==> src/shared/sbcl_regs.svh <==
// Timing counts, opcodes and start address of the configuration loader.
// Assumes a 50 MHz system clock; included by its bare name.
`ifndef SBCL_REGS_SVH
`define SBCL_REGS_SVH
// System clock rate in MHz
`define SBCL_CLK_MHZ 50
// Flash wake-up wait, least time in microseconds, and its cycle count
`define SBCL_WAKE_US 30
`define SBCL_WAKE_CYC (`SBCL_WAKE_US * `SBCL_CLK_MHZ)
// Passive lead-in wait after reset release, microseconds, and cycles
`define SBCL_PASS_US 32
`define SBCL_PASS_CYC (`SBCL_PASS_US * `SBCL_CLK_MHZ)
// Internal oscillator divider: serial clock ticks every this many cycles
`define SBCL_OSC_DIV 4
// Flash instructions and start address
`define SBCL_WAKE_OP 8'hab
`define SBCL_READ_OP 8'h0b
`define SBCL_START_ADDR 24'h000000
// Last bit index of the wake and read command frames
`define SBCL_WAKE_LAST 6'h07
`define SBCL_READ_LAST 6'h27
`endif

==> src/shared/sbcl_pkg.sv <==
// Types shared by the configuration loader.
// Assumes nothing beyond a SystemVerilog compiler.
package sbcl_pkg;
  // Sequencer states
  typedef enum logic [2:0] {
    SBCL_IDLE = 3'b000,
    SBCL_WAKE_CMD = 3'b001,
    SBCL_WAKE_GAP = 3'b010,
    SBCL_READ_CMD = 3'b011,
    SBCL_READ_DATA = 3'b100,
    SBCL_PASS_WAIT = 3'b101,
    SBCL_PASS_DATA = 3'b110,
    SBCL_REFUSED = 3'b111
  } sbcl_state_t;
  // Configuration modes
  typedef enum logic [1:0] {
    SBCL_MODE_ACTIVE = 2'b00,
    SBCL_MODE_PASSIVE = 2'b01,
    SBCL_MODE_JTAG = 2'b10
  } sbcl_mode_t;
  // Data widths, log2 of bits per beat
  typedef enum logic [2:0] {
    SBCL_X1 = 3'b000,
    SBCL_X2 = 3'b001,
    SBCL_X4 = 3'b010,
    SBCL_X8 = 3'b011,
    SBCL_X16 = 3'b100,
    SBCL_X32 = 3'b101
  } sbcl_width_t;
endpackage

==> src/rtl/sbcl_loader.sv <==
// Configuration loader: sequences a serial flash or takes a passive stream.
// Assumes a 50 MHz clk_i; all pins except resetn_i and word_ready_i are asynchronous and are synchronised here.
`include "sbcl_regs.svh"
module sbcl_loader (
  input wire logic clk_i,
  input wire logic resetn_i,
  input wire logic config_reset_n_i,
  input wire sbcl_pkg::sbcl_mode_t mode_i,
  input wire sbcl_pkg::sbcl_width_t width_i,
  input wire logic security_en_i,
  input wire logic clk_sel_ext_i,
  input wire logic external_config_clock_i,
  output logic flash_sclk_o,
  output logic flash_cs_n_o,
  output logic flash_mosi_o,
  output logic flash_mosi_oe_o,
  input wire logic [7:0] flash_data_i,
  input wire logic pass_clk_i,
  input wire logic pass_cs_n_i,
  input wire logic [31:0] pass_data_i,
  output logic pass_ready_o,
  output logic [31:0] word_o,
  output logic word_valid_o,
  input wire logic word_ready_i,
  output logic busy_o,
  output logic refused_o
);
  import sbcl_pkg::*;

  // ************************************************************
  // Pin synchronisers
  // ************************************************************
  localparam int SW = 51;
  logic [SW-1:0] pins_w; // Raw pin vector
  logic [SW-1:0] sync1_reg; // First stage, read only by second stage
  logic [SW-1:0] sync2_reg; // Second stage, safe to use
  logic cfg_prev_reg; // Previous reset level for edge finding
  logic ext_prev_reg; // Previous external clock level
  logic pclk_prev_reg; // Previous passive clock level
  assign pins_w = {config_reset_n_i, external_config_clock_i, pass_clk_i, pass_cs_n_i,
                   flash_data_i, pass_data_i, mode_i, width_i, security_en_i, clk_sel_ext_i};

  // Two flops per pin, plus edge history
  always_ff @(posedge clk_i or negedge resetn_i) begin
    if (!resetn_i) begin
      sync1_reg <= '0;
      sync2_reg <= '0;
      cfg_prev_reg <= 1'b0;
      ext_prev_reg <= 1'b0;
      pclk_prev_reg <= 1'b0;
    end else begin
      sync1_reg <= pins_w;
      sync2_reg <= sync1_reg;
      cfg_prev_reg <= sync2_reg[50];
      ext_prev_reg <= sync2_reg[49];
      pclk_prev_reg <= sync2_reg[48];
    end
  end

  // Synchronised views
  logic cfg_n_s;
  logic cfg_rise;
  logic ext_rise;
  logic pclk_rise;
  logic pcs_n_s;
  logic [7:0] fdata_s;
  logic [31:0] pdata_s;
  sbcl_mode_t mode_s;
  sbcl_width_t width_s;
  logic sec_s;
  logic csel_s;
  assign cfg_n_s = sync2_reg[50];
  assign cfg_rise = cfg_n_s & ~cfg_prev_reg;
  assign ext_rise = sync2_reg[49] & ~ext_prev_reg;
  assign pclk_rise = sync2_reg[48] & ~pclk_prev_reg;
  assign pcs_n_s = sync2_reg[47];
  assign fdata_s = sync2_reg[46:39];
  assign pdata_s = sync2_reg[38:7];
  assign mode_s = sbcl_mode_t'(sync2_reg[6:5]);
  assign width_s = sbcl_width_t'(sync2_reg[4:2]);
  assign sec_s = sync2_reg[1];
  assign csel_s = sync2_reg[0];

  // Beats per 32-bit word minus one for a width code
  function automatic logic [5:0] last_beat(input sbcl_width_t w);
    last_beat = 6'(6'h20 >> w) - 6'h01;
  endfunction

  // ************************************************************
  // Two-entry word buffer
  // ************************************************************
  logic [31:0] buf_mem [2]; // Storage
  logic [31:0] buf_mem_next [2];
  logic [1:0] cnt_reg; // Words held
  logic [1:0] cnt_next;
  logic rd_reg; // Read pointer
  logic rd_next;
  logic push_reg; // Word ready to enqueue
  logic [31:0] acc_reg; // Word assembler
  logic in_ready;
  logic pop;
  assign in_ready = (cnt_reg != 2'h2);
  assign pop = word_valid_o & word_ready_i;
  assign word_valid_o = (cnt_reg != 2'h0);
  assign word_o = buf_mem[rd_reg];
  assign pass_ready_o = in_ready;

  // Next buffer state: write at rd+cnt, read at rd
  always_comb begin
    buf_mem_next = buf_mem;
    cnt_next = cnt_reg;
    rd_next = rd_reg;
    if (push_reg && in_ready) begin
      buf_mem_next[rd_reg ^ cnt_reg[0]] = acc_reg;
    end
    if (pop) begin
      rd_next = ~rd_reg;
    end
    cnt_next = 2'(cnt_reg + {1'b0, push_reg & in_ready} - {1'b0, pop});
  end

  // Register buffer state
  always_ff @(posedge clk_i or negedge resetn_i) begin
    if (!resetn_i) begin
      buf_mem[0] <= 32'h00000000;
      buf_mem[1] <= 32'h00000000;
      cnt_reg <= 2'h0;
      rd_reg <= 1'b0;
    end else begin
      buf_mem <= buf_mem_next;
      cnt_reg <= cnt_next;
      rd_reg <= rd_next;
    end
  end

  // ************************************************************
  // Configuration sequencer
  // ************************************************************
  sbcl_state_t state_reg, state_next;
  sbcl_width_t width_reg, width_next; // Width caught at reset release
  logic csel_reg, csel_next; // Clock source caught at reset release
  logic [10:0] wait_reg, wait_next; // Wait counter
  logic [5:0] bit_reg, bit_next; // Command bit or word beat index
  logic [39:0] shift_reg, shift_next; // Outgoing command frame
  logic [31:0] acc_next;
  logic push_next;
  logic sclk_reg, sclk_next;
  logic cs_n_reg, cs_n_next;
  logic mosi_reg, mosi_next;
  logic [1:0] div_reg, div_next; // Oscillator divider
  logic tick; // Serial clock half-period enable
  logic sample; // Take one beat into the assembler
  logic [31:0] din;
  logic [31:0] mask;
  logic [5:0] nb;

  assign tick = csel_reg ? ext_rise : (div_reg == 2'(`SBCL_OSC_DIV - 1));
  assign nb = 6'(6'h01 << width_reg);
  assign mask = (width_reg == SBCL_X32) ? 32'hffffffff : 32'((33'h1 << nb) - 33'h1);

  // Next sequencer state
  always_comb begin
    state_next = state_reg;
    width_next = width_reg;
    csel_next = csel_reg;
    wait_next = wait_reg;
    bit_next = bit_reg;
    shift_next = shift_reg;
    acc_next = acc_reg;
    push_next = 1'b0;
    sclk_next = sclk_reg;
    cs_n_next = cs_n_reg;
    mosi_next = mosi_reg;
    div_next = (div_reg == 2'(`SBCL_OSC_DIV - 1)) ? 2'h0 : 2'(div_reg + 2'h1);
    sample = 1'b0;
    din = 32'h00000000;
    if (!cfg_n_s) begin
      // Held idle and deaf while reset pin low
      state_next = SBCL_IDLE;
      sclk_next = 1'b0;
      cs_n_next = 1'b1;
      mosi_next = 1'b0;
    end else begin
      case (state_reg)
        SBCL_IDLE: begin
          if (cfg_rise) begin
            width_next = width_s;
            csel_next = csel_s;
            wait_next = 11'h000;
            bit_next = 6'h00;
            acc_next = 32'h00000000;
            if (mode_s == SBCL_MODE_ACTIVE && width_s <= SBCL_X8) begin
              // Start by waking the flash
              state_next = SBCL_WAKE_CMD;
              shift_next = {`SBCL_WAKE_OP, 32'h00000000};
              cs_n_next = 1'b0;
              mosi_next = shift_next[39];
            end else if (mode_s == SBCL_MODE_PASSIVE) begin
              // Secured images may not use the wide passive port
              if (sec_s && width_s >= SBCL_X16) begin
                state_next = SBCL_REFUSED;
              end else if (width_s <= SBCL_X32) begin
                state_next = SBCL_PASS_WAIT;
              end else begin
                state_next = SBCL_REFUSED;
              end
            end else if (mode_s != SBCL_MODE_JTAG) begin
              // Unsupported width or mode; scan loads elsewhere
              state_next = SBCL_REFUSED;
            end
          end
        end
        SBCL_WAKE_CMD, SBCL_READ_CMD: begin
          // Shift a command frame MSB first, flash samples on rising edge
          if (tick) begin
            if (!sclk_reg) begin
              sclk_next = 1'b1;
            end else begin
              sclk_next = 1'b0;
              shift_next = {shift_reg[38:0], 1'b0};
              mosi_next = shift_reg[38];
              bit_next = 6'(bit_reg + 6'h01);
              if (state_reg == SBCL_WAKE_CMD && bit_reg == `SBCL_WAKE_LAST) begin
                state_next = SBCL_WAKE_GAP;
                cs_n_next = 1'b1;
                wait_next = 11'h000;
              end else if (state_reg == SBCL_READ_CMD && bit_reg == `SBCL_READ_LAST) begin
                state_next = SBCL_READ_DATA;
                bit_next = 6'h00;
              end
            end
          end
        end
        SBCL_WAKE_GAP: begin
          // Flash needs time to leave power-down
          wait_next = 11'(wait_reg + 11'h001);
          if (wait_reg == 11'(`SBCL_WAKE_CYC - 1)) begin
            state_next = SBCL_READ_CMD;
            shift_next = {`SBCL_READ_OP, `SBCL_START_ADDR, 8'h00};
            mosi_next = shift_next[39];
            cs_n_next = 1'b0;
            bit_next = 6'h00;
          end
        end
        SBCL_READ_DATA: begin
          // Clock stops while the buffer is full, so no word is lost
          if (tick && in_ready) begin
            sclk_next = ~sclk_reg;
            sample = ~sclk_reg;
            din = {24'h000000, fdata_s};
          end
        end
        SBCL_PASS_WAIT: begin
          // Ignore passive pins during the lead-in
          wait_next = 11'(wait_reg + 11'h001);
          if (wait_reg == 11'(`SBCL_PASS_CYC - 1)) begin
            state_next = SBCL_PASS_DATA;
          end
        end
        SBCL_PASS_DATA: begin
          // Master clocks data; beats taken on its rising edge
          sample = pclk_rise & ~pcs_n_s;
          din = pdata_s;
        end
        default: begin
          // Refused: wait for the next reset cycle
        end
      endcase
      if (sample) begin
        acc_next = (acc_reg << nb) | (din & mask);
        bit_next = 6'(bit_reg + 6'h01);
        if (bit_reg == last_beat(width_reg)) begin
          push_next = 1'b1;
          bit_next = 6'h00;
        end
      end
    end
  end

  // Register sequencer state
  always_ff @(posedge clk_i or negedge resetn_i) begin
    if (!resetn_i) begin
      state_reg <= SBCL_IDLE;
      width_reg <= SBCL_X1;
      csel_reg <= 1'b0;
      wait_reg <= 11'h000;
      bit_reg <= 6'h00;
      shift_reg <= 40'h0000000000;
      acc_reg <= 32'h00000000;
      push_reg <= 1'b0;
      sclk_reg <= 1'b0;
      cs_n_reg <= 1'b1;
      mosi_reg <= 1'b0;
      div_reg <= 2'h0;
    end else begin
      state_reg <= state_next;
      width_reg <= width_next;
      csel_reg <= csel_next;
      wait_reg <= wait_next;
      bit_reg <= bit_next;
      shift_reg <= shift_next;
      acc_reg <= acc_next;
      push_reg <= push_next;
      sclk_reg <= sclk_next;
      cs_n_reg <= cs_n_next;
      mosi_reg <= mosi_next;
      div_reg <= div_next;
    end
  end

  // Pin and status outputs
  assign flash_sclk_o = sclk_reg;
  assign flash_cs_n_o = cs_n_reg;
  assign flash_mosi_o = mosi_reg;
  assign flash_mosi_oe_o = (state_reg == SBCL_WAKE_CMD) || (state_reg == SBCL_READ_CMD);
  assign busy_o = (state_reg != SBCL_IDLE) && (state_reg != SBCL_REFUSED);
  assign refused_o = (state_reg == SBCL_REFUSED);

  // ************************************************************
  // Checks
  // ************************************************************
  a_idle_in_reset: assert property (@(posedge clk_i) disable iff (!resetn_i)
    !cfg_n_s |=> state_reg == SBCL_IDLE && flash_cs_n_o) else $error("not idle in reset");
  a_active_start: assert property (@(posedge clk_i) disable iff (!resetn_i)
    state_reg == SBCL_IDLE && cfg_n_s && cfg_rise && mode_s == SBCL_MODE_ACTIVE && width_s <= SBCL_X8
    |=> state_reg == SBCL_WAKE_CMD && !flash_cs_n_o) else $error("active load did not start");
  a_wake_wait: assert property (@(posedge clk_i) disable iff (!resetn_i)
    state_reg == SBCL_READ_CMD && $past(state_reg) == SBCL_WAKE_GAP
    |-> $past(wait_reg) == 11'(`SBCL_WAKE_CYC - 1)) else $error("wake wait too short");
  a_addr_zero: assert property (@(posedge clk_i) disable iff (!resetn_i)
    state_reg == SBCL_READ_CMD && bit_reg >= 6'h08 && flash_sclk_o |-> !flash_mosi_o)
    else $error("nonzero start address");
  a_clk_source: assert property (@(posedge clk_i) disable iff (!resetn_i)
    cfg_n_s && $changed(flash_sclk_o) |-> $past(tick)) else $error("serial clock moved without tick");
  a_width_active: assert property (@(posedge clk_i) disable iff (!resetn_i)
    state_reg == SBCL_READ_DATA |-> width_reg <= SBCL_X8) else $error("active width above x8");
  a_secure_refuse: assert property (@(posedge clk_i) disable iff (!resetn_i)
    state_reg == SBCL_IDLE && cfg_n_s && cfg_rise && mode_s == SBCL_MODE_PASSIVE && sec_s
    && width_s >= SBCL_X16 |=> refused_o ##1 refused_o) else $error("secured wide passive accepted");
  a_pass_lead: assert property (@(posedge clk_i) disable iff (!resetn_i)
    state_reg == SBCL_PASS_WAIT |=> !push_reg) else $error("data taken during lead-in");
  a_buf_full: assert property (@(posedge clk_i) disable iff (!resetn_i)
    cnt_reg == 2'h2 && !word_ready_i |=> cnt_reg == 2'h2 && !pass_ready_o) else $error("buffer overrun");
endmodule // sbcl_loader

==> config.mk <==
export PLATFORM = sky130hd
export DESIGN_NAME = sbcl_loader
export DESIGN_NICKNAME = d
export VERILOG_FILES = /design/src/shared/sbcl_pkg.sv /design/src/rtl/sbcl_loader.sv
export VERILOG_INCLUDE_DIRS = /design/src /design/src/shared
export SDC_FILE = /design/constraint.sdc
export NUM_CORES = 1
export LEC_CHECK = 0
export BUFFER_PORTS_ARGS = -buffer_cell sky130_fd_sc_hd__buf_2
export CAP_MARGIN = 5
export CORE_MARGIN = 3
export CORE_UTILIZATION = 54
export DETAILED_ROUTE_END_ITERATION = 10
export HOLD_SLACK_MARGIN = 0.15
export PLACE_DENSITY = 0.76
export SYNTH_ARGS = -nofsm -noshare
export SYNTH_HDL_FRONTEND = slang
export SYNTH_SLANG_ARGS = --single-unit
==> constraint.sdc <==
create_clock -name clk_i -period 2.4 [get_ports clk_i]
set_input_delay 0.48 -clock clk_i [delete_from_list [all_inputs] [get_ports clk_i]]
set_output_delay 0.48 -clock clk_i [all_outputs]
set_load 0.05 [all_outputs]
==> results of run 1 <==
[worst max-delay path: cells and delay by family, from the launching register on]
family        cells  cell delay (ns)
flops             1             0.45
simple gates      2             0.35
buf+inv           2             0.54
[stage by stage]
stage,hold slack [ns],TNS (ns),total power (uW),util (%),cells
4_1_cts,0.323,0,12700,67.6,1345
2_1_floorplan,0.184,-0.515,7650,-,929
6_report,0.336,0,12900,68.1,1348
3_5_place_dp,0.335,0,8700,60.5,1251
5_1_grt,0.347,-0.0517,13600,68.1,1348
3_3_place_gp,0.333,0,8640,60.5,1251
[logic make-up after synthesis]
family / synth area share, %
and+or+nand+nor: 10.8
AOI/OAI and AO/OA: 14.3
DFF: 56.2
muxes: 13.8
xor gates and xnor gates: 0.898
buffers and inverters: 3.12
adders and majority gates: 0.816
[final cells by class]
cell class                 instances  area (um^2)  area share, %
inverter                          12         50.0          0.384
clock buffer                      29          661           5.07
antenna                            1         2.50         0.0192
multi-input combinational        609         4410           33.8
timing repair buffer             183         1380           10.6
sequential                       241         6040           46.3
clock inverter                    13          174           1.33
tap                              260          325           2.49
[timing repair]
action,CTS,global route
gates resized for setup,2,15
endpoints found under the setup margin,30,12
hold buffers,52,0
hold endpoints to repair,102,0
pin swaps,1,2
gates cloned,0,1
buffers inserted,0,1
[worst paths after layout]
check	startpoint	slack, ns	endpoint
max	state_reg[1]	0.07	refused_o
min	word_ready_i	0.34	rd_reg
max reg2reg	width_reg[2]	0.11	bit_reg[0]
min reg2reg	sync1_reg[34]	0.34	sync2_reg[34]
max in group asynchronous	resetn_i	1.14	buf_mem[7]
min in group asynchronous	resetn_i	0.49	sync2_reg[32]
[Yosys cell counts (all sizes together), types with 7 or more instances]
cell type / instances / area, um^2
dfrtp: 240 / 6010
mux2: 105 / 1180
nand2: 73 / 274
o21ai: 71 / 355
a21oi: 48 / 240
nor2: 46 / 180
clkbuf: 35 / 133
nand3: 34 / 180
buf: 32 / 158
mux2i: 23 / 230
nor2b: 21 / 131
a211oi: 14 / 105
nand2b: 14 / 87.6
nor3: 13 / 70.1
a31oi: 12 / 90.1
inv: 11 / 41.3
a22oi: 9 / 67.6
a221oi: 8 / 87.6
a222oi: 8 / 80.1
a22o: 8 / 70.1
o31ai: 8 / 73.8
xnor2: 8 / 70.1
ha: 7 / 87.6
[cell usage in the layout, fill, tap and decap left out, types with 21 or more instances in the layout]
cell	synthesis	routed
clkbuf_16	0	26
buf_4	3	29
mux2_2	104	104
mux2i_1	23	23
nand3_1	32	32
nor2_1	45	42
dlygate4sd3_1	0	52
nand2_1	73	73
o21ai_0	67	67
dfrtp_1	240	236
a21oi_1	48	47
buf_2	21	90
nor2b_1	21	21
[power by group through the flow]
stage	Clock, uW	Combinational [uW]	Sequential (uW)
finish	3930	4160	4840
global route	4170	4520	4900
CTS	4000	3900	4820
detailed placement	0	3810	4880
global placement	0	3770	4870
floorplan	0	2910	4740
[metal layers]
| layer | global-route usage [%] | part of all wire, % | up-vias |
|---|---|---|---|
| met3 | 4.41 | 7.9 | 58 |
| li1 | - | - | 3663 |
| met4 | 5.59 | 2.1 | 0 |
| met1 | 35.6 | 42 | 3859 |
| met5 | 0 | 0 | - |
| met2 | 38.3 | 47 | 366 |
==> impl_metrics.yaml, run 1 <==
floorplan:
  ioPinCount: 94
  rows: 50
  die-area_um2: 21600
  die_w_um: 147
  die_y_um: 147
  core_um2: 19100
  initial_core_util_pct: 56.1
worst_setup_path:
  slowest_stage: "dfrtp_2"
  path_class: "reg2out"
  crit_fanout: 16
  critPathCaptureType: "output pin"
  required_ns: 1.92
  arrival_ns: 1.85
  slowest_delay_ns: 0.45
  startpoint_type: "register"
  rr_worst_depth: 11
  crit_chain: "buf_4, nand2_1, nor2_1, clkbuf_4"
synth:
  synth_top_flop_cell: "dfrtp_1"
  synth-seq-area-share_pct: 56.2
  syn-cell-area_um2: 10700
  synth_area_per_cell_um2: 11.6
  syn_inst: 929
  synth_cell_types: 81
  async_flop_share_pct: 100
  synth_edf_count: 0
  yosys_warnings: 0
  synth_fp_nets: 990
  synth_seq_cells: 241
power_and_ir_drop:
  netSwitchingFraction_pct: 34.8
  power_frac_clock_pct: 30.4
  peakVddDrop_mv: 0.708
  switchingPower_uw: 4500
  powerDensity_nw_per_um2: 991
  power_frac_seq_pct: 37.5
  combPwrFrac_pct: 32.2
  p_int_uw: 8430
  p_leak_uw: 0.00598
layout:
  syn_to_final_growth_pct: 21.5
  drive_above_1_share_pct: 28.6
  largest_reg_flops: 64
  layout.nets: 1133
  fin_area_um2: 13000
  fillCellCount: 1366
sta:
  clock_skew_ns: 0.0117
  maxSlewHeadroom_pct: 31.4
  fin_crit_ns: 2.33
  setup_viol: 0
  clock.fmax_mhz: 430
  worstMarginPinSlew_ns: 1.03
  period_share_pct: 96.9
  drv_slew: 0
  layout_setup_ws_ns: 0.0748
  finalHoldViolations: 0
global_route:
  grt_max_degree: 77
  overflow: 0
  grt_antenna_before_repair: 1
  grt_pass1_wl_mm: 42.6
  gr-usage-all-layers_pct: 24.3
  grt_pass1_vias: 7902
routing:
  wl_mm: 26.3
  num_vias: 7946
  firstDrtPassIters: 6
  drtIter0Drc: 807
  wl_per_cell_um: 19.5
  drc: 0
  drtAntennaViolNets: 0
  via_per_inst: 5.89
hold_path:
  min_path_cells: 3
  hold_path_class: "in2reg"
clocking:
  cts_buffers: 25
  cts_sinks: 241
  clk_path_buf_depth: 3
  clk_latency_ns: 0.51
  cts_tree: "yes"
  cts_root_buffer: "clkbuf_16"
  htree_levels: 1
  path_clk_slew_ns: 0.06
placement:
  port_buffers: 93
  routabilityCongestion: 0.946
  place_ws_ns: 0.0157
  place_area_um2: 11600
  dp_hpwl_mm: 16.3
run_status:
  status: "completed"
flow_run:
  maxCapViolations: 0
Power figures use the tool's default switching activity.
==> run 2: changes to the inputs <==
HOLD_SLACK_MARGIN = unset   (was 0.15)
PLACE_DENSITY = unset   (was 0.76)
PLACE_DENSITY_LB_ADDON = 0.15   (was unset)
==> run 2 against run 1 <==
Against the previous run:
- cell count shrank 3.3%
- count of clock-buffer cells in the layout grew 5
- clock power increased by 2%
- maximum frequency fell by 1.4%
- first-iteration DRC count fell by 16%
- critical path depth did not move
- utilization fell by 2.7 points
- via count fell by 4.5%
- register-to-register slack gained 0.02 ns
- combinational power fell by 6.5%
==> impl_metrics.yaml, run 2 (same netlist as run 1, synthesis figures left out) <==
sta:
  grt_setup_unrepaired: "false"
  finalHoldViolations: 0
  layout_setup_ws_ns: 0.0425
  fin_crit_ns: 2.36
  drv_slew: 0
  setup_viol: 0
  maxSlewHeadroom_pct: 44.1
  period_share_pct: 98.2
  clock.fmax_mhz: 424
  clock_skew_ns: 0.0187
  worstMarginPinSlew_ns: 0.838
floorplan:
  ioPinCount: 94
  die-area_um2: 21600
  rows: 50
  initial_core_util_pct: 56.1
  die_w_um: 147
  die_y_um: 147
  core_um2: 19100
routing:
  drtAntennaViolNets: 0
  wl_mm: 24.3
  firstDrtPassIters: 8
  via_per_inst: 5.83
  drtIter0Drc: 681
  wl_per_cell_um: 18.7
  num_vias: 7590
  drc: 0
power_and_ir_drop:
  peakVddDrop_mv: 0.704
  powerDensity_nw_per_um2: 1020
  p_leak_uw: 0.00578
layout:
  syn_to_final_growth_pct: 16.7
  drive_above_1_share_pct: 29.9
  final_common_cell: "dfrtp_1"
  fillCellCount: 1502
  fin_util_pct: 65.4
  final_cell_mix: "dfrtp_1 (235), mux2_2 (104), buf_2 (92), nand2_1 (73), o21ai_0 (67)"
  fin_area_um2: 12500
  antenna_cells: 0
  largest_reg_flops: 64
  layout.nets: 1087
hold_path:
  hold_path_class: "in2reg"
clocking:
  cts_root_buffer: "clkbuf_16"
  path_clk_slew_ns: 0.06
  clk_path_buf_depth: 3
  cts_sinks: 241
  cts_buffers: 24
  cts_tree: "yes"
  htree_levels: 1
  clk_latency_ns: 0.52
worst_setup_path:
  arrival_ns: 1.88
  critPathCaptureType: "output pin"
  cp_top_family: "flip-flops"
  crit_chain: "buf_4, nand2_1, nor2_1, buf_2"
  required_ns: 1.92
  slowest_stage: "dfrtp_1"
  slowest_delay_ns: 0.57
  path_class: "reg2out"
  path_buf_inv: 2
  crit_fanout: 12
  startpoint_type: "register"
global_route:
  grt-busiest-layer: "met1"
  grt_pass1_vias: 7270
  grt_max_degree: 74
  grt_util_met3_pct: 3.58
  use_met2_pct: 33.4
  grt_pass1_wl_mm: 40.3
  grt_antenna_before_repair: 0
  gr-usage-all-layers_pct: 22.7
  use_met1_pct: 36.2
  overflow: 0
placement:
  routabilityCongestion: 0.920
  dp_hpwl_mm: 16.7
  place_area_um2: 11600
  port_buffers: 93
  place_ws_ns: 0.0134
run_status:
  status: "completed"
flow_run:
  maxCapViolations: 0
[run 2: cell types whose count changed in the layout (fill, tap and decap cells not counted), sizes merged]
cell / change
dlygate4sd3: -51
buf: +8
clkinv: -4
clkbuf: +3
diode: -1
[run 2: report_power, final]
part | switching, uW | internal (uW) | total (uW)
clock network | 1530 | 2460 | 3990
registers | 439 | 4410 | 4850
logic | 2430 | 1460 | 3890
total | 4390 | 8340 | 12700
[run 2: repair_timing]
item	in CTS	in global routing
hold endpoints to repair	58	0
resized for setup	1	5
pin swaps	0	1
buffers inserted	0	1
endpoints found under the setup margin	28	12
hold buffers	1	0
[run 2: path summary, 6_finish.rpt]
check | start | endpoint | slack [ns] | cells after the start
min in group asynchronous | resetn_i | sync2_reg[47] | 0.51 | 2
hold / removal | pass_data_i[18] | sync1_reg[25] | 0.06 | 1
setup reg to reg | width_reg[1] | bit_reg[5] | 0.13 | 10
setup / recovery | state_reg[2] | refused_o | 0.04 | 4
hold reg to reg | sync1_reg[10] | sync2_reg[10] | 0.35 | 0
max in group asynchronous | resetn_i | flash_cs_n_o | 1.15 | 3
[run 2: cell type report]
cell class	instances	area (um^2)	area share, %
flip-flops and latches	241	6040	48.2
clock buffers	34	699	5.58
clock inverters	9	158	1.26
inverters	12	50.0	0.400
multi-input cells	609	4390	35.0
repair buffers	138	870	6.94
well taps	260	325	2.60
[run 2: routing by layer]
layer  vias up  part of all wire, %  wire [um]
met3        34                  7.3       1770
li1       3572                    -          -
met1      3693                   48      11600
met4         0                  1.4        330
met5         -                    0          0
met2       291                   44      10600
[run 2: metrics by stage]
stage / total power [uW] / hold WS (ns) / instances / TNS [ns]
after detailed placement: 8730 / 0.335 / 1258 / 0
final: 12700 / 0.0645 / 1303 / 0
after global placement: 8680 / 0.332 / 1258 / 0
after CTS: 12800 / 0.0451 / 1302 / 0
after global routing: 13400 / 0.0473 / 1303 / 0
after floorplan: 7650 / 0.184 / 929 / -0.515
==> run 3: changes to the inputs <==
PLACE_DENSITY = 0.82   (was unset)
PLACE_DENSITY_LB_ADDON = unset   (was 0.15)
==> run 3 against run 2 <==
Against the previous run:
- largest cell class unchanged
- via count up 2.2%
- critical endpoint is now bit_reg[0]
- global-route usage is essentially flat
- maximum frequency up 3.3%
==> impl_metrics.yaml, run 3 (same netlist as run 1, synthesis figures left out) <==
run_status:
  status: "completed"
floorplan:
  die-area_um2: 21600
  die_y_um: 147
  ioPinCount: 94
  initial_core_util_pct: 56.1
  core_um2: 19100
  die_w_um: 147
  rows: 50
worst_setup_path:
  critPathCaptureType: "register"
  crit_chain: "nand3b_1, ha_4, xnor2_1, a21oi_2, nand4_1, o31ai_4, buf_4, nor2_2, mux2_2"
  crit_path_start: "width_reg[1]"
  required_ns: 2.80
  slowest_delay_ns: 0.45
  path_class: "reg2reg"
  cp_top_family: "flip-flops"
  arrival_ns: 2.68
  crit_fanout: 5
  reg2reg_from: "width_reg[1]"
  path_buf_inv: 1
  slowest_stage: "dfrtp_2"
  startpoint_type: "register"
layout:
  multi_input_area_um2: 4410
  largest_reg_flops: 64
  final_cell_mix: "dfrtp_1 (234), mux2_2 (104), buf_2 (91), nand2_1 (73), o21ai_0 (67)"
  fillCellCount: 1452
  syn_to_final_growth_pct: 17.2
  fin_area_um2: 12600
  fin_util_pct: 65.7
  drive_above_1_share_pct: 30.4
  ff_latch_area_um2: 6040
  layout.nets: 1086
  final_common_cell: "dfrtp_1"
  antenna_cells: 0
  finalNonFillerCells: 1302
global_route:
  grt_max_degree: 83
  use_met1_pct: 34.5
  grt_antenna_before_repair: 0
  grt-busiest-layer: "met1"
  grt_util_met3_pct: 4.87
  gr-usage-all-layers_pct: 22.7
  use_met2_pct: 34.1
  grt_pass1_vias: 7425
  overflow: 0
  grt_pass1_wl_mm: 40.1
sta:
  period_share_pct: 95.1
  clock.fmax_mhz: 438
  fin_crit_ns: 2.28
  maxSlewHeadroom_pct: 45.3
  clock_skew_ns: 0.0164
  worstMarginPinSlew_ns: 0.821
  finalHoldViolations: 0
  setup-tns-final_ns: 0
  setup_viol: 0
  drv_slew: 0
placement:
  place_area_um2: 11600
  dp_cells: 1254
  port_buffers: 93
  routabilityCongestion: 0.945
  dp_hpwl_mm: 16.4
clocking:
  cts_sinks: 241
  cts_buffers: 24
  clk_latency_ns: 0.52
  cts_root_buffer: "clkbuf_16"
  htree_levels: 1
  path_clk_slew_ns: 0.07
  cts_tree: "yes"
  clk_path_buf_depth: 3
flow_run:
  maxCapViolations: 0
power_and_ir_drop:
  switchingPower_uw: 4470
  powerDensity_nw_per_um2: 1020
  power.total_uw: 12900
  peakVddDrop_mv: 0.678
  netSwitchingFraction_pct: 34.8
  power_frac_seq_pct: 37.7
  p_leak_uw: 0.00580
  p_int_uw: 8390
  combPwrFrac_pct: 31.3
  power_frac_clock_pct: 31.0
routing:
  via_per_inst: 5.96
  firstDrtPassIters: 6
  wl_per_cell_um: 18.8
  drtIter0Drc: 845
  drtAntennaViolNets: 0
  drc: 0
  num_vias: 7757
  wl_mm: 24.5
hold_path:
  hold_path_class: "in2reg"
  min_from: "clk_sel_ext_i"
-- run 3: changes by cell type in the layout (fill, tap and decap cells not counted), moves of 2 or more --
cell        before  now
clkinvlp_4       2    0
buf_4           39   33
clkinv_2         1    4
buf_6            1    4
buf_12           4    6
clkbuf_1         5    3
-- run 3: stage by stage --
step	hold WS, ns	setup slack, ns
after floorplan	0.184	-0.121
after global placement	0.333	0.0743
after detailed placement	0.335	-0.00681
after CTS	0.0409	0.00252
after global routing	0.0341	-0.0676
final	0.0568	0.117
-- run 3: worst paths after layout --
path                                      end  slack (ns)  cells past startpoint
min in group asynchronous         wait_reg[6]        0.55                      2
worst min register to register  sync2_reg[47]        0.35                      0
worst min-delay path             sync1_reg[0]        0.06                      1
max in group asynchronous         buf_mem[43]        1.18                      3
worst max register to register     bit_reg[0]        0.12                      9
worst max-delay path               bit_reg[0]        0.12                      9
-- run 3: cell type report --
cell class                 count  area share, %
sequential                   241           48.0
multi-input combinational    609           35.0
timing repair buffer         137           7.16
clock buffer                  32           5.41
tap                          260           2.59
clock inverter                11           1.40
inverter                      12          0.398
-- run 3: worst reg2reg max path, stage by stage, from the launching register on --
cell,delay [ns]
dfrtp_2,0.45
nand3b_1,0.24
ha_4,0.27
xnor2_1,0.13
a21oi_2,0.13
nand4_1,0.16
o31ai_4,0.30
buf_4,0.17
nor2_2,0.04
mux2_2,0.28
-- run 3: power by group through the flow --
stage / sequential, uW / clock (uW) / combinational (uW)
6_report: 4850 / 3980 / 4020
5_1_grt: 4900 / 4240 / 4350
4_1_cts: 4840 / 4040 / 3850
3_5_place_dp: 4910 / 0 / 3810
3_3_place_gp: 4880 / 0 / 3760
2_1_floorplan: 4740 / 0 / 2910
-- run 3: metal layers --
metal	wire length [um]	up-vias
met1	10700	3763
met4	384	0
li1	-	3572
met5	0	-
met3	2180	40
met2	11200	382
-- run 3: repair_timing --
item	4_1_cts	5_1_grt
pin swaps	1	3
resized for setup	1	13
hold endpoints to repair	75	0
endpoints found under the setup margin	5	10
hold buffers	1	0
buffers inserted	0	5
